`src/common/lhss_map.svh`:
```
// Register map, field positions, reset values and timing counts of the
// LIN hardware synchronisation status logic.
// Assumes a 100 MHz system clock and an APB bus with 32-bit data.
//
// Summary of operation
// - Slave-only LIN 2.0 node, bus rates 1 kBaud to 20 kBaud.
// - Break timer runs from low-power oscillator; sync timing from 5 MHz.
// - Six synchronisation registers: status, control, edges, sync, break, sync compare.
// - Status is 32-bit, read-only, resets to zero; bits 31..7 read zero.
// - Bit-serial bus mode only: rising bus edge sets status bit 6.
// - Finished software reset of synchronisation hardware sets status bit 5.
// - Break timer overflow sets status bit 4 and raises interrupt request.
// - Sync bit timer equal to compare register sets status bit 3.
// - Configured stop condition of sync measurement sets status bit 2.
// - Configured start condition of sync measurement sets status bit 1.
// - Break timer reaching break compare value sets status bit 0.
// - Reading the status register clears the flags that the read returned.
// - Control bit 12 masks rise interrupt in serial mode, enables in LIN.
`ifndef LHSS_MAP_SVH
`define LHSS_MAP_SVH

// ==========================================================================
// Byte addresses
// ==========================================================================
`define LHSS_ADDR_STATUS 32'hffff0780
`define LHSS_ADDR_CTRL0 32'hffff0784
`define LHSS_ADDR_EDGE 32'hffff0788
`define LHSS_ADDR_SYNC_VAL 32'hffff078c
`define LHSS_ADDR_BREAK_VAL 32'hffff0790
`define LHSS_ADDR_SYNC_CMP 32'hffff0794

// ==========================================================================
// Status bit positions
// ==========================================================================
`define LHSS_ST_BREAK 0
`define LHSS_ST_START 1
`define LHSS_ST_STOP 2
`define LHSS_ST_CMP 3
`define LHSS_ST_BRK_ERR 4
`define LHSS_ST_RST_DONE 5
`define LHSS_ST_RISE 6
`define LHSS_ST_W 7

// ==========================================================================
// Control and edge select fields
// ==========================================================================
`define LHSS_C0_EN 0
`define LHSS_C0_SWRST 1
`define LHSS_C0_BSD 2
`define LHSS_C0_RISE_IE 12
`define LHSS_C0_W 13
`define LHSS_E_START_RISE 0
`define LHSS_E_STOP_RISE 1
`define LHSS_E_CNT_LSB 4
`define LHSS_E_CNT_MSB 7
`define LHSS_E_W 8

// ==========================================================================
// Reset values
// ==========================================================================
`define LHSS_RST_STATUS 7'h00
`define LHSS_RST_CTRL0 13'h0000
`define LHSS_RST_EDGE 8'h40
`define LHSS_RST_SYNC_CMP 16'hffff
`define LHSS_RST_BREAK_CMP 12'h0ff

// ==========================================================================
// Timing
// ==========================================================================
`define LHSS_CLK_MHZ 100
`define LHSS_SYNC_MHZ 5
`define LHSS_SYNC_DIV (`LHSS_CLK_MHZ / `LHSS_SYNC_MHZ)
`define LHSS_BAUD_MIN 1000
`define LHSS_BAUD_MAX 20000

`endif

```
`src/common/lhss_pkg.sv`:
```
// Types shared by the LIN hardware synchronisation status logic.
// Assumes nothing of its surroundings.
package lhss_pkg;

   // Phases of one synchronisation byte measurement.
   typedef enum logic [1:0] {
      SYNC_IDLE,
      SYNC_WAIT_START,
      SYNC_COUNT
   } lhss_sync_state_t;

   typedef logic [6:0] lhss_flags_t;

endpackage

```
`src/logic/lhss_event_flag.sv`:
```
// One sticky event flag with a clear that yields to a simultaneous set.
// Assumes set and clear are synchronous to clk.
`timescale 1ns/1ps
module lhss_event_flag (
   input wire logic clk,
   input wire logic rst,
   input wire logic set,
   input wire logic clr,
   output logic q
);

   // A clear never wins over an event in the same cycle.
   always_ff @(posedge clk or posedge rst) begin
      if (rst) begin
         q <= 1'b0;
      end else begin
         q <= set | (q & ~clr);
      end
   end
endmodule

```
`src/logic/lhss_top.sv`:
```
// LIN hardware synchronisation status logic with its APB register file.
// Assumes a 100 MHz clock, LIN_RX and LP_OSC_TICK synchronous to it, and
// an APB master that follows the usual setup and access phases.
`timescale 1ns/1ps
`include "lhss_map.svh"
module lhss_top
   import lhss_pkg::*;
(
   input wire logic CLOCK,
   input wire logic RESET,
   input wire logic PSEL,
   input wire logic PENABLE,
   input wire logic PWRITE,
   input wire logic [31:0] PADDR,
   input wire logic [31:0] PWDATA,
   output logic [31:0] PRDATA,
   output logic PREADY,
   output logic PSLVERR,
   input wire logic LIN_RX,
   input wire logic LP_OSC_TICK,
   output logic IRQ_REQ
);

   // =======================================================================
   // Register state
   // =======================================================================
   logic [`LHSS_C0_W-1:0] ctrl0_q;
   logic [`LHSS_E_W-1:0] edge_q;
   logic [15:0] sync_cmp_q;
   logic [11:0] break_cmp_q;
   logic swrst_q;
   lhss_flags_t flag_q;
   lhss_flags_t flag_set;
   lhss_flags_t flag_clr;

   // =======================================================================
   // APB decode
   // =======================================================================
   // One wait state: the first access cycle captures read data, the
   // second completes the transfer with PREADY high.
   wire apb_capture = PSEL & PENABLE & ~PREADY;
   wire apb_done = PSEL & PENABLE & PREADY;
   wire hit_status = (PADDR == `LHSS_ADDR_STATUS);
   wire hit_ctrl0 = (PADDR == `LHSS_ADDR_CTRL0);
   wire hit_edge = (PADDR == `LHSS_ADDR_EDGE);
   wire hit_sync_val = (PADDR == `LHSS_ADDR_SYNC_VAL);
   wire hit_break_val = (PADDR == `LHSS_ADDR_BREAK_VAL);
   wire hit_sync_cmp = (PADDR == `LHSS_ADDR_SYNC_CMP);
   wire hit_any = hit_status | hit_ctrl0 | hit_edge | hit_sync_val |
                  hit_break_val | hit_sync_cmp;
   // The status register is read-only, so a write to it is an error.
   wire bad_access = ~hit_any | (hit_status & PWRITE);
   wire wr_ok = apb_done & PWRITE & hit_any & ~hit_status;
   wire wr_ctrl0 = wr_ok & hit_ctrl0;
   wire wr_edge = wr_ok & hit_edge;
   wire wr_break_cmp = wr_ok & hit_break_val;
   wire wr_sync_cmp = wr_ok & hit_sync_cmp;
   wire status_rd_done = apb_done & ~PWRITE & hit_status;

   // =======================================================================
   // Mode decode
   // =======================================================================
   wire sync_en = ctrl0_q[`LHSS_C0_EN];
   wire bsd_mode = ctrl0_q[`LHSS_C0_BSD];
   // Bit 12 masks in bit-serial mode but enables in LIN mode.
   wire rise_irq_on = bsd_mode ? ~ctrl0_q[`LHSS_C0_RISE_IE]
                               : ctrl0_q[`LHSS_C0_RISE_IE];
   wire start_rise = edge_q[`LHSS_E_START_RISE];
   wire stop_rise = edge_q[`LHSS_E_STOP_RISE];
   wire [3:0] stop_count = edge_q[`LHSS_E_CNT_MSB:`LHSS_E_CNT_LSB];

   // =======================================================================
   // Bus edges
   // =======================================================================
   // The device only listens on the bus; it never answers a header on
   // its own, so there is no transmit path here.
   logic rx_q;
   wire rx_rise = LIN_RX & ~rx_q;
   wire rx_fall = ~LIN_RX & rx_q;
   wire start_edge = start_rise ? rx_rise : rx_fall;
   wire stop_edge = stop_rise ? rx_rise : rx_fall;

   // Idle level of the bus is high, so the history starts high.
   always_ff @(posedge CLOCK or posedge RESET) begin
      if (RESET) begin
         rx_q <= 1'b1;
      end else begin
         rx_q <= LIN_RX;
      end
   end

   // =======================================================================
   // 5 MHz sync tick
   // =======================================================================
   // Deriving the tick from the system clock keeps one clock domain; the
   // timer resolution is 200 ns, plenty at 20 kBaud.
   localparam logic [4:0] SYNC_DIV_LAST = 5'(`LHSS_SYNC_DIV - 1);
   logic [4:0] div_q;
   wire sync_tick = (div_q == SYNC_DIV_LAST);

   always_ff @(posedge CLOCK or posedge RESET) begin
      if (RESET) begin
         div_q <= 5'h00;
      end else begin
         div_q <= sync_tick ? 5'h00 : div_q + 5'h01;
      end
   end

   // =======================================================================
   // Software reset of the synchronisation hardware
   // =======================================================================
   // A write with the reset bit arms a request; the following cycle
   // clears timers and state and reports completion.
   always_ff @(posedge CLOCK or posedge RESET) begin
      if (RESET) begin
         swrst_q <= 1'b0;
      end else begin
         swrst_q <= wr_ctrl0 & PWDATA[`LHSS_C0_SWRST];
      end
   end

   // =======================================================================
   // Break timer
   // =======================================================================
   // Counts low-power oscillator ticks while the bus is low. After an
   // overflow it holds until the bus returns high, so one long low level
   // gives one error and not a stream of them.
   logic [11:0] brk_q;
   logic brk_ovf_q;
   wire brk_count = ~LIN_RX & LP_OSC_TICK & ~brk_ovf_q & ~swrst_q;
   wire [11:0] brk_next = brk_q + 12'h001;
   wire brk_ovf_ev = brk_count & (brk_q == 12'hfff);
   wire brk_valid_ev = brk_count & ~brk_ovf_ev &
                       (brk_next == break_cmp_q);

   always_ff @(posedge CLOCK or posedge RESET) begin
      if (RESET) begin
         brk_q <= 12'h000;
         brk_ovf_q <= 1'b0;
      end else if (swrst_q | LIN_RX) begin
         brk_q <= 12'h000;
         brk_ovf_q <= 1'b0;
      end else if (brk_count) begin
         brk_q <= brk_ovf_ev ? brk_q : brk_next;
         brk_ovf_q <= brk_ovf_ev;
      end
   end

   // =======================================================================
   // Synchronisation byte measurement
   // =======================================================================
   // The 16-bit timer spans a whole sync byte even at 1 kBaud, which is
   // 40000 ticks of 200 ns for eight bit times.
   lhss_sync_state_t state_q;
   lhss_sync_state_t state_d;
   logic [15:0] sync_q;
   logic [3:0] edges_q;
   wire counting = (state_q == SYNC_COUNT);
   wire start_ev = (state_q == SYNC_WAIT_START) & sync_en & start_edge &
                   ~swrst_q;
   wire [3:0] edges_next = edges_q + 4'h1;
   wire stop_ev = counting & stop_edge & (edges_next == stop_count) &
                  ~swrst_q;
   wire [15:0] sync_next = sync_q + 16'h0001;
   wire cmp_ev = counting & sync_tick & ~swrst_q &
                 (sync_next == sync_cmp_q);

   // Next-state choice for the measurement sequence.
   always_comb begin
      state_d = state_q;
      case (state_q)
         SYNC_IDLE: begin
            if (sync_en) begin
               state_d = SYNC_WAIT_START;
            end
         end
         SYNC_WAIT_START: begin
            if (!sync_en) begin
               state_d = SYNC_IDLE;
            end else if (start_edge) begin
               state_d = SYNC_COUNT;
            end
         end
         SYNC_COUNT: begin
            if (!sync_en || stop_ev) begin
               state_d = SYNC_IDLE;
            end
         end
         default: begin
            state_d = SYNC_IDLE;
         end
      endcase
   end

   // State, timer and edge count; the timer holds its value after the
   // stop so software can read the measured byte length.
   always_ff @(posedge CLOCK or posedge RESET) begin
      if (RESET) begin
         state_q <= SYNC_IDLE;
         sync_q <= 16'h0000;
         edges_q <= 4'h0;
      end else if (swrst_q) begin
         state_q <= SYNC_IDLE;
         sync_q <= 16'h0000;
         edges_q <= 4'h0;
      end else begin
         state_q <= state_d;
         if (start_ev) begin
            sync_q <= 16'h0000;
            edges_q <= 4'h0;
         end else if (counting) begin
            sync_q <= sync_tick ? sync_next : sync_q;
            edges_q <= stop_edge ? edges_next : edges_q;
         end
      end
   end

   // =======================================================================
   // Control registers
   // =======================================================================
   // The reset bit is a command and is never stored.
   always_ff @(posedge CLOCK or posedge RESET) begin
      if (RESET) begin
         ctrl0_q <= `LHSS_RST_CTRL0;
         edge_q <= `LHSS_RST_EDGE;
         sync_cmp_q <= `LHSS_RST_SYNC_CMP;
         break_cmp_q <= `LHSS_RST_BREAK_CMP;
      end else begin
         if (wr_ctrl0) begin
            ctrl0_q <= PWDATA[`LHSS_C0_W-1:0] &
                       ~(13'h0001 << `LHSS_C0_SWRST);
         end
         if (wr_edge) begin
            edge_q <= PWDATA[`LHSS_E_W-1:0];
         end
         if (wr_sync_cmp) begin
            sync_cmp_q <= PWDATA[15:0];
         end
         if (wr_break_cmp) begin
            break_cmp_q <= PWDATA[11:0];
         end
      end
   end

   // =======================================================================
   // Status flags
   // =======================================================================
   // Only the bits that software actually saw are cleared, so an event
   // landing between capture and completion still shows on the next read.
   assign flag_set[`LHSS_ST_BREAK] = brk_valid_ev;
   assign flag_set[`LHSS_ST_START] = start_ev;
   assign flag_set[`LHSS_ST_STOP] = stop_ev;
   assign flag_set[`LHSS_ST_CMP] = cmp_ev;
   assign flag_set[`LHSS_ST_BRK_ERR] = brk_ovf_ev;
   assign flag_set[`LHSS_ST_RST_DONE] = swrst_q;
   assign flag_set[`LHSS_ST_RISE] = bsd_mode & rx_rise;
   assign flag_clr = status_rd_done ? PRDATA[`LHSS_ST_W-1:0]
                                    : `LHSS_RST_STATUS;

   genvar gi;
   generate
      for (gi = 0; gi < `LHSS_ST_W; gi++) begin : g_flag
         lhss_event_flag u_flag (
            .clk(CLOCK),
            .rst(RESET),
            .set(flag_set[gi]),
            .clr(flag_clr[gi]),
            .q(flag_q[gi])
         );
      end
   endgenerate

   // =======================================================================
   // Read data mux
   // =======================================================================
   logic [31:0] rd_mux;
   always_comb begin
      rd_mux = 32'h0000_0000;
      if (hit_status) begin
         rd_mux = {25'h0000000, flag_q};
      end else if (hit_ctrl0) begin
         rd_mux = {19'h00000, ctrl0_q};
      end else if (hit_edge) begin
         rd_mux = {24'h000000, edge_q};
      end else if (hit_sync_val) begin
         rd_mux = {16'h0000, sync_q};
      end else if (hit_break_val) begin
         rd_mux = {20'h00000, brk_q};
      end else if (hit_sync_cmp) begin
         rd_mux = {16'h0000, sync_cmp_q};
      end
   end

   // =======================================================================
   // APB answer and interrupt request
   // =======================================================================
   // The interrupt follows the flags by one cycle so it comes from a
   // flip-flop like every other output.
   always_ff @(posedge CLOCK or posedge RESET) begin
      if (RESET) begin
         PREADY <= 1'b0;
         PSLVERR <= 1'b0;
         PRDATA <= 32'h0000_0000;
         IRQ_REQ <= 1'b0;
      end else begin
         PREADY <= apb_capture;
         PSLVERR <= apb_capture & bad_access;
         if (apb_capture) begin
            PRDATA <= PWRITE ? 32'h0000_0000 : rd_mux;
         end
         IRQ_REQ <= flag_q[`LHSS_ST_BRK_ERR] |
                    (flag_q[`LHSS_ST_RISE] & rise_irq_on);
      end
   end
endmodule

```
`config.mk`:
```
export PLATFORM = sky130hd
export DESIGN_NAME = lhss_top
export DESIGN_NICKNAME = d
export VERILOG_FILES = /design/src/common/lhss_pkg.sv /design/src/logic/lhss_event_flag.sv /design/src/logic/lhss_top.sv
export VERILOG_INCLUDE_DIRS = /design/src /design/src/common
export SDC_FILE = /design/constraint.sdc
export NUM_CORES = 1
export LEC_CHECK = 0
export BUFFER_PORTS_ARGS = -buffer_cell sky130_fd_sc_hd__buf_2
export CAP_MARGIN = 20
export CORE_MARGIN = 4
export CORE_UTILIZATION = 40
export CTS_CLUSTER_SIZE = 28
export DETAILED_ROUTE_END_ITERATION = 10
export GPL_TIMING_DRIVEN = 0
export PLACE_DENSITY = 0.6
export SYNTH_ARGS = -nofsm -noshare
export SYNTH_HDL_FRONTEND = slang
export SYNTH_HIERARCHICAL = 1
export SYNTH_SLANG_ARGS = --single-unit
```
`constraint.sdc`:
```
create_clock -name CLOCK -period 3.2 [get_ports CLOCK]
set_input_delay 0.48 -clock CLOCK [delete_from_list [all_inputs] [get_ports CLOCK]]
set_output_delay 0.48 -clock CLOCK [all_outputs]
set_load 0.05 [all_outputs]
```
==> impl_results.md, run 1 <==
* Run status: finished clean
* WS Path Type: reg -> reg
* Post-synth EDFFs at 0
* Rel. slew slack at between 40% and 50%
* Final setup TNS at 0 ns
* CTS tree: built
* Slew Limit Fails at 0
* Post-synthesis compound-gate area fraction at about 14%
* DR iter-0 viols at between 300 and 400
* Total Nets Final at 853
* Mapped Cells at between 600 and 700
* Share of synthesized flip-flops with an asynchronous set or reset at 100%
* First-pass GRT wire length at around 27000 um
* Mux cell area share after synthesis at around a tenth
* Total track usage at around a fifth
* DRT antenna net count at 0
* Grt total ovfl at 0
* Crit path launch type: flop
* Seq cells post-synth at approximately 120
* DR vias at about 5400
* Fin crit share at 85.1%
* Post-synthesis cell type count at 63
* Core ar. at around 16000 um^2
* Core Util, Final at 49.8%
* Sequential-to-total area share from yosys stat at between 40 and 50%
* Deepest clock path buffer count at 2
* Post-DR wirelength/cell at around 17 um
* DRT Wirelength at 17400 um
* Synthesized-area fraction occupied by adder cells at less than 1%
* Crit end category: flop
* Max Clock Skew at ~0.0073 ns
* Clk Latency, worst-skew pair at 0.43 ns
* Initial DRT Pass Iterations at 5
* Top FF cell, synth: dfrtp_1
* Crit-path max FO at 7
* Simple-gate share of the synthesized area at between 15 and 20%
* Hold path start: LIN_RX
* PortBufs at 70
* Crit-path max cell delay at ~0.6 ns
* FMAX at 367 MHz
* Hold violation count in the final report at 0
* DRC violations left at 0
* CP Data Required Time at about 3.6 ns
* Number of antenna violations at the first check in global routing at 0
* CTS root buf: clkbuf_16
* PostCTS Resize Cnt at 0
* Share of layout cells above drive strength 1 at between 20 and 30%
* Number of global-route vias before repair at between 5000 and 6000
* Post-synth top area cell: dfrtp_1
* Crit-path cells: ha_1, clkbuf_2, nand3_2, or4_4, mux2_4, mux2i_1, a21oi_1, nor4_2, a21o_1
* Flop2flop setup slack at approximately 0.48 ns
* RSZ-0062 raised after global routing: false
* # diodes at 0
* Worst hold stages at 1
* Die ar. at roughly 19000 um^2
* Delay-heaviest family, CP: simple AND/OR/NAND/NOR gates
* R2R Path End: g_flag[3].u_flag/q
* Yosys warns at 6
* Type of the most critical hold path: in -> reg
* VDD IR-drop max at roughly 0.38 mV
* H-tree levels at 4
* Leak at 3.66 nW
* PwrDens at roughly 480 nW/um^2
* Clk sink count at 116
* Initial Util at between 40% and 50%
* Final setup viols at 0
* Layout area overhead at 20.9%
* Reg2Reg Depth at 9
* Fin area at 7990 um^2
* Num rows at 46
* Via-to-Cell Ratio at 5.40
* Area after DPL at about 7300 um^2
* Fin crit period at between 2 and 3 ns
* Measured slew at the worst slew-check pin at a little under 0.9 ns
* Fill cell count at between 1000 and 1500
* Slowest-stage cell, CP: or4_4
* Synthesized area at around 6600 um^2
* Clk pin slew, worst setup/hold paths at 0.06 ns
* Die Span X at between 100 and 150 um
* I/O pins at ~110
* Crit path buffers/inverters at 1
* Largest net degree at the start of global routing at 40
* Die span in y at approximately 140 um
* WHS Endpoint: rx_q
* Largest family of logic cells by synthesized area: simple AND/OR/NAND/NOR gates
* XOR/XNOR Fraction of Synth Area at 7.69%
* HPWL Detailed at ~13000 um
* Crit path DAT at 3.09 ns
* Max cap viols at 0
* Top-area cell type share of the netlist area at between 30 and 40%
* Cells taking the most area after synthesis: dfrtp_1, dfstp_2, mux2_2
* CTS Buf Count at 17
* Worst flop-to-flop path startpoint: sync_q[0]
* Routability Congestion at ~0.84
* Average cell area after synthesis at slightly below 10 um^2
## power breakdown
| part | internal (mW) | switching, mW | leakage, nW | total, mW |
|---|---|---|---|---|
| registers | 1.48 | 0.00710 | 1.43 | 1.48 |
| logic | 0.0847 | 0.174 | 1.92 | 0.259 |
| clock network | 1.39 | 0.705 | 0.308 | 2.10 |
| total | 2.96 | 0.886 | 3.66 | 3.84 |
## sequential cells by signal, indices dropped and copies added (netlist names)
| signal | cells |
|---|---|
| g_flag.u_flag/q | 7 |
| state_q | 2 |
| break_cmp_q | 12 |
| PRDATA | 16 |
| edges_q | 4 |
| ctrl0_q | 12 |
| sync_cmp_q | 16 |
| brk_ovf_q | 1 |
| brk_q | 12 |
| edge_q | 8 |
| IRQ_REQ | 1 |
| rx_q | 1 |
| swrst_q | 1 |
| div_q | 5 |
| PSLVERR | 1 |
| sync_q | 16 |
| PREADY | 1 |
## synthesized netlist by cell type (15+ instances only)
library cell and number:
a21oi_1 22, a22oi_1 15, buf_4 19, clkbuf_1 24
dfrtp_1 90, dfstp_2 26, inv_1 21, mux2_2 48
nand2_1 54, nor2_1 45, o21ai_0 44, xnor2_1 34
xor2_1 24
## worst max path at each step
| stage | startpoint | end | slack [ns] | depth (start not counted) |
|---|---|---|---|---|
| after floorplan | sync_q[0] | g_flag[3].u_flag/q | 0.89 | 9 |
| after global placement | PADDR[12] | g_flag[1].u_flag/q | 0.29 | 9 |
| after detailed placement | PADDR[19] | g_flag[5].u_flag/q | 0.28 | 9 |
| after CTS | sync_q[0] | g_flag[3].u_flag/q | 0.45 | 9 |
| after global routing | sync_q[0] | g_flag[3].u_flag/q | 0.33 | 9 |
| final | sync_q[0] | g_flag[3].u_flag/q | 0.48 | 9 |
## repair_timing
item | 4_1_cts | 5_1_grt
buffers inserted | 0 | 0
hold buffers | 1 | 0
endpoints found under the hold margin | 7 | 0
## placed cells by master (no fill, tap or decap), drive strengths merged, types with 6 or more instances in the layout
cell type,synthesis,routed
buf,34,106
dfrtp,90,90
nand2,54,54
mux2,49,49
nor2,45,45
o21ai,44,44
clkbuf,25,44
xnor2,34,34
dfstp,26,26
xor2,24,24
a21oi,22,22
inv,21,20
conb,1,16
a22oi,15,15
nand3,15,15
and2,12,12
nand4,12,12
mux2i,11,11
o31ai,10,10
nor4,10,10
a21o,9,9
nor3,9,9
and3,8,8
nor2b,8,8
or3,6,6
nor3b,6,6
a22o,6,6
o21a,6,6
## per-layer routing
metal	track usage [%]	share of wire, %	up-vias
met1	26.3	45	2659
met2	29.8	45	187
met4	6.10	1.4	0
met5	0	0	-
li1	-	-	2565
met3	5.15	7.7	24
## final cells by class
| class | count | area [um^2] | share of cell area [%] |
|---|---|---|---|
| Buffer | 59 | 309 | 3.87 |
| Clock inverter | 14 | 209 | 2.61 |
| Sequential cell | 116 | 2940 | 36.7 |
| Inverter | 21 | 82.6 | 1.03 |
| Clock buffer | 18 | 439 | 5.50 |
| Timing Repair Buffer | 74 | 405 | 5.07 |
| Tap cell | 216 | 270 | 3.38 |
| Multi-Input combinational cell | 489 | 3340 | 41.8 |
## kinds of logic (layout without fill, tap and decap cells)
kind of cell | count (synthesis) | count (layout)
AOI/OAI and AO/OA | 146 | 146
xor gates and xnor gates | 58 | 58
adders and majority gates | 4 | 4
buffers and inverters | 80 | 186
DFF | 116 | 116
muxes | 60 | 60
other | 1 | 16
and+or+nand+nor | 205 | 205
## stage by stage
step	power (mW)	setup WS (ns)	hold slack (ns)	cells
after detailed placement	1.77	0.281	0.439	973
after floorplan	1.68	0.892	0.209	685
after global placement	1.76	0.295	0.445	971
final	3.84	0.478	0.191	1007
after global routing	3.96	0.326	0.185	1007
after CTS	3.86	0.454	0.179	1006
(Power assumes the default switching activity.)
==> run 2: changes to the inputs <==
--- a/config.mk
+++ b/config.mk
@@ -6,14 +6,14 @@
 export SDC_FILE = /design/constraint.sdc
 export NUM_CORES = 1
 export LEC_CHECK = 0
-export BUFFER_PORTS_ARGS = -buffer_cell sky130_fd_sc_hd__buf_2
 export CAP_MARGIN = 20
 export CORE_MARGIN = 4
 export CORE_UTILIZATION = 40
 export CTS_CLUSTER_SIZE = 28
 export DETAILED_ROUTE_END_ITERATION = 10
+export DONT_BUFFER_PORTS = 1
 export GPL_TIMING_DRIVEN = 0
-export PLACE_DENSITY = 0.6
+export PLACE_DENSITY = 0.52
 export SYNTH_ARGS = -nofsm -noshare
 export SYNTH_HDL_FRONTEND = slang
 export SYNTH_HIERARCHICAL = 1
==> constraint.sdc (replaced) <==
create_clock -name CLOCK -period 2.7 [get_ports CLOCK]
set_input_delay 0.405 -clock CLOCK [delete_from_list [all_inputs] [get_ports CLOCK]]
set_output_delay 0.405 -clock CLOCK [all_outputs]
set_load 0.05 [all_outputs]
==> run 2 against run 1 <==
Compared with the run above:
- sequential share of layout area up 1.7 points
- largest power group unchanged
- critical path depth unchanged
- sequential cell count unchanged
- global-route usage up 0.89 points
- first-iteration DRC count down 9.9%
- highest routed layer unchanged
- largest cell class unchanged
==> impl_results.md, run 2 (synthesis results as in run 1) <==
* Crit path DAT at 2.90 ns (-0.19 ns)
* Total Nets Final at 785 (-8.0%)
* HPWL Detailed at 13500 um (+3.8%)
* # diodes at 0 (unchanged)
* Measured slew at the worst slew-check pin at 0.752 ns (-0.117 ns)
* Die Span X at 137 um (unchanged)
* CP Data Required Time at 3.05 ns (-0.52 ns)
* Initial Util at 41.1% (unchanged)
* I/O pins at 106 (unchanged)
* DRT Wirelength at 18000 um (+3.6%)
* Layout area overhead at 15.7%
* Die span in y at 137 um (unchanged)
* Hold path start: PWDATA[1]
* CTS Buf Count at 17 (unchanged)
* Total track usage at 20.1% (+0.89 points)
* Worst hold stages at 1 (unchanged)
* Number of antenna violations at the first check in global routing at 0 (unchanged)
* Final Non-Filler Cells at 939 (-6.8%)
* Crit path launch type: flop
* Clk sink count at 116 (unchanged)
* WS Path Type: reg -> reg
* VDD IR-drop max at 0.470 mV (+24%)
* Top flop regs: PRDATA x16, sync_cmp_q x16, sync_q x16
* Reg2Reg Depth at 9 (unchanged)
* Fin crit period at 2.55 ns (-0.169 ns)
* Initial DRT Pass Iterations at 5 (unchanged)
* Core Util, Final at 47.6% (-2.2 points)
* Commonest non-fill, non-tap cell in the layout: dfrtp_1
* Clk Latency, worst-skew pair at 0.41 ns (-0.02 ns)
* Hold slack at 0.122 ns (-0.0694 ns)
* Num rows at 46 (unchanged)
* Setup WS pre-CTS at -0.00729 ns (-0.288 ns)
* Final WS setup at 0.147 ns (-0.331 ns)
* Share of layout cells above drive strength 1 at 22.4% (-6.7 points)
* RSZ-0062 raised after global routing: false
* Leak at 3.36 nW (-8.2%)
* Grt total ovfl at 0 (unchanged)
* Most frequent cells in the layout: dfrtp_1, nand2_1, mux2_2
* Max Clock Skew at 0.00923 ns (+0.00194 ns)
* Worst flop-to-flop path startpoint: sync_q[0]
* Clk pin slew, worst setup/hold paths at 0.05 ns (about the same)
* Number of global-route vias before repair at 5041 (-1.5%)
* Fin crit share at 94.6% (+9.5 points)
* Rel. slew slack at 49.7% (+7.7 points)
* Deepest clock path buffer count at 2 (unchanged)
* FMAX at 392 MHz (+6.6%)
* Run status: finished clean
* Core ar. at 16100 um^2 (unchanged)
* Final setup viols at 0 (unchanged)
* Largest net degree at the start of global routing at 33 (-18%)
* Type of the most critical hold path: in -> reg
* Hold violation count in the final report at 0 (unchanged)
* Final setup TNS at 0 ns (unchanged)
* H-tree levels at 4 (unchanged)
* Die ar. at 18600 um^2 (unchanged)
* R2R Path End: g_flag[3].u_flag/q
* Slew Limit Fails at 0 (unchanged)
* Start point of the critical path: sync_q[0]
* PwrDens at 569 nW/um^2 (+18%)
* DR vias at 5172 (-4.8%)
* CTS root buf: clkbuf_16
* DRC violations left at 0 (unchanged)
* Cell Count Post-Placement at 905 (-7.0%)
* Post-DR wirelength/cell at 19.2 um (+11%)
* CTS tree: built
* DRT antenna net count at 0 (unchanged)
* Max cap viols at 0 (unchanged)
* PortBufs at 0 (-100%)
* WHS Endpoint: swrst_q
* Crit end category: flop
* DR iter-0 viols at 336 (-9.9%)
* Flop2flop setup slack at 0.15 ns (-0.33 ns)
* Routability Congestion at 0.839 (-0.73%)
* Via-to-Cell Ratio at 5.51 (+2.1%)
* First-pass GRT wire length at 28300 um (+3.5%)
* Crit-path max FO at 7 (unchanged)
## run 2: changes by cell type in the layout (fill, tap and decap cells not counted), sizes merged
cell	previous run	this run
buf	106	37
clkbuf	44	48
clkinvlp	5	2
bufinv	5	3
clkdlybuf4s18	0	1
dlygate4sd3	1	2
## run 2: how the worst max path moves through the flow
stage	to	slack (ns)
floorplan	g_flag[3].u_flag/q	0.39
global placement	g_flag[5].u_flag/q	-0.08
detailed placement	g_flag[3].u_flag/q	-0.007
CTS	g_flag[3].u_flag/q	0.03
global route	g_flag[3].u_flag/q	0.004
finish	g_flag[3].u_flag/q	0.15
## run 2: layout make-up
type                       instances  area, um^2
fill                            1525        8410
multi-input combinational        489        3350
sequential                       116        2940
clock buffer                      23         478
buffer                            59         309
tap                              216         270
clock inverter                     9         126
timing repair buffer               6        90.1
inverter                          21        82.6
## run 2: what timing repair did
action | 4_1_cts | 5_1_grt
resized for setup | 1 | 3
hold endpoints to repair | 19 | 0
pin swaps | 0 | 1
setup endpoints to repair | 1 | 11
cloned | 0 | 0
hold buffers | 2 | 0
setup buffers | 0 | 0
## run 2: stage by stage
stage          power, mW  cell area, um^2
6_report            4.35             7650
5_1_grt             4.51             7650
4_1_cts             4.39             7630
3_5_place_dp        2.05             7010
3_3_place_gp        2.03             6940
2_1_floorplan       1.99             6670
## run 2: worst max-delay path: stages (launching register included)
cell	delay, ns
dfrtp_2	0.45
ha_1	0.17
clkbuf_2	0.18
nand3_2	0.16
or4_4	0.59
mux2_4	0.32
mux2i_1	0.12
a21oi_1	0.11
nor4_2	0.27
a21o_1	0.13
## run 2: power by group
group	internal [mW]	switching, mW
Sequential	1.75	0.0147
Clock	1.52	0.806
Combinational	0.0777	0.180
Total	3.35	1.00
## run 2: metal layers
| layer | vias up | share of wire [%] | global-route usage, % |
|---|---|---|---|
| li1 | 2425 | - | - |
| met1 | 2578 | 45 | 27.2 |
| met2 | 156 | 47 | 32.1 |
| met3 | 13 | 6.7 | 5.77 |
| met4 | 0 | 0.77 | 4.54 |
| met5 | - | 0 | 0 |
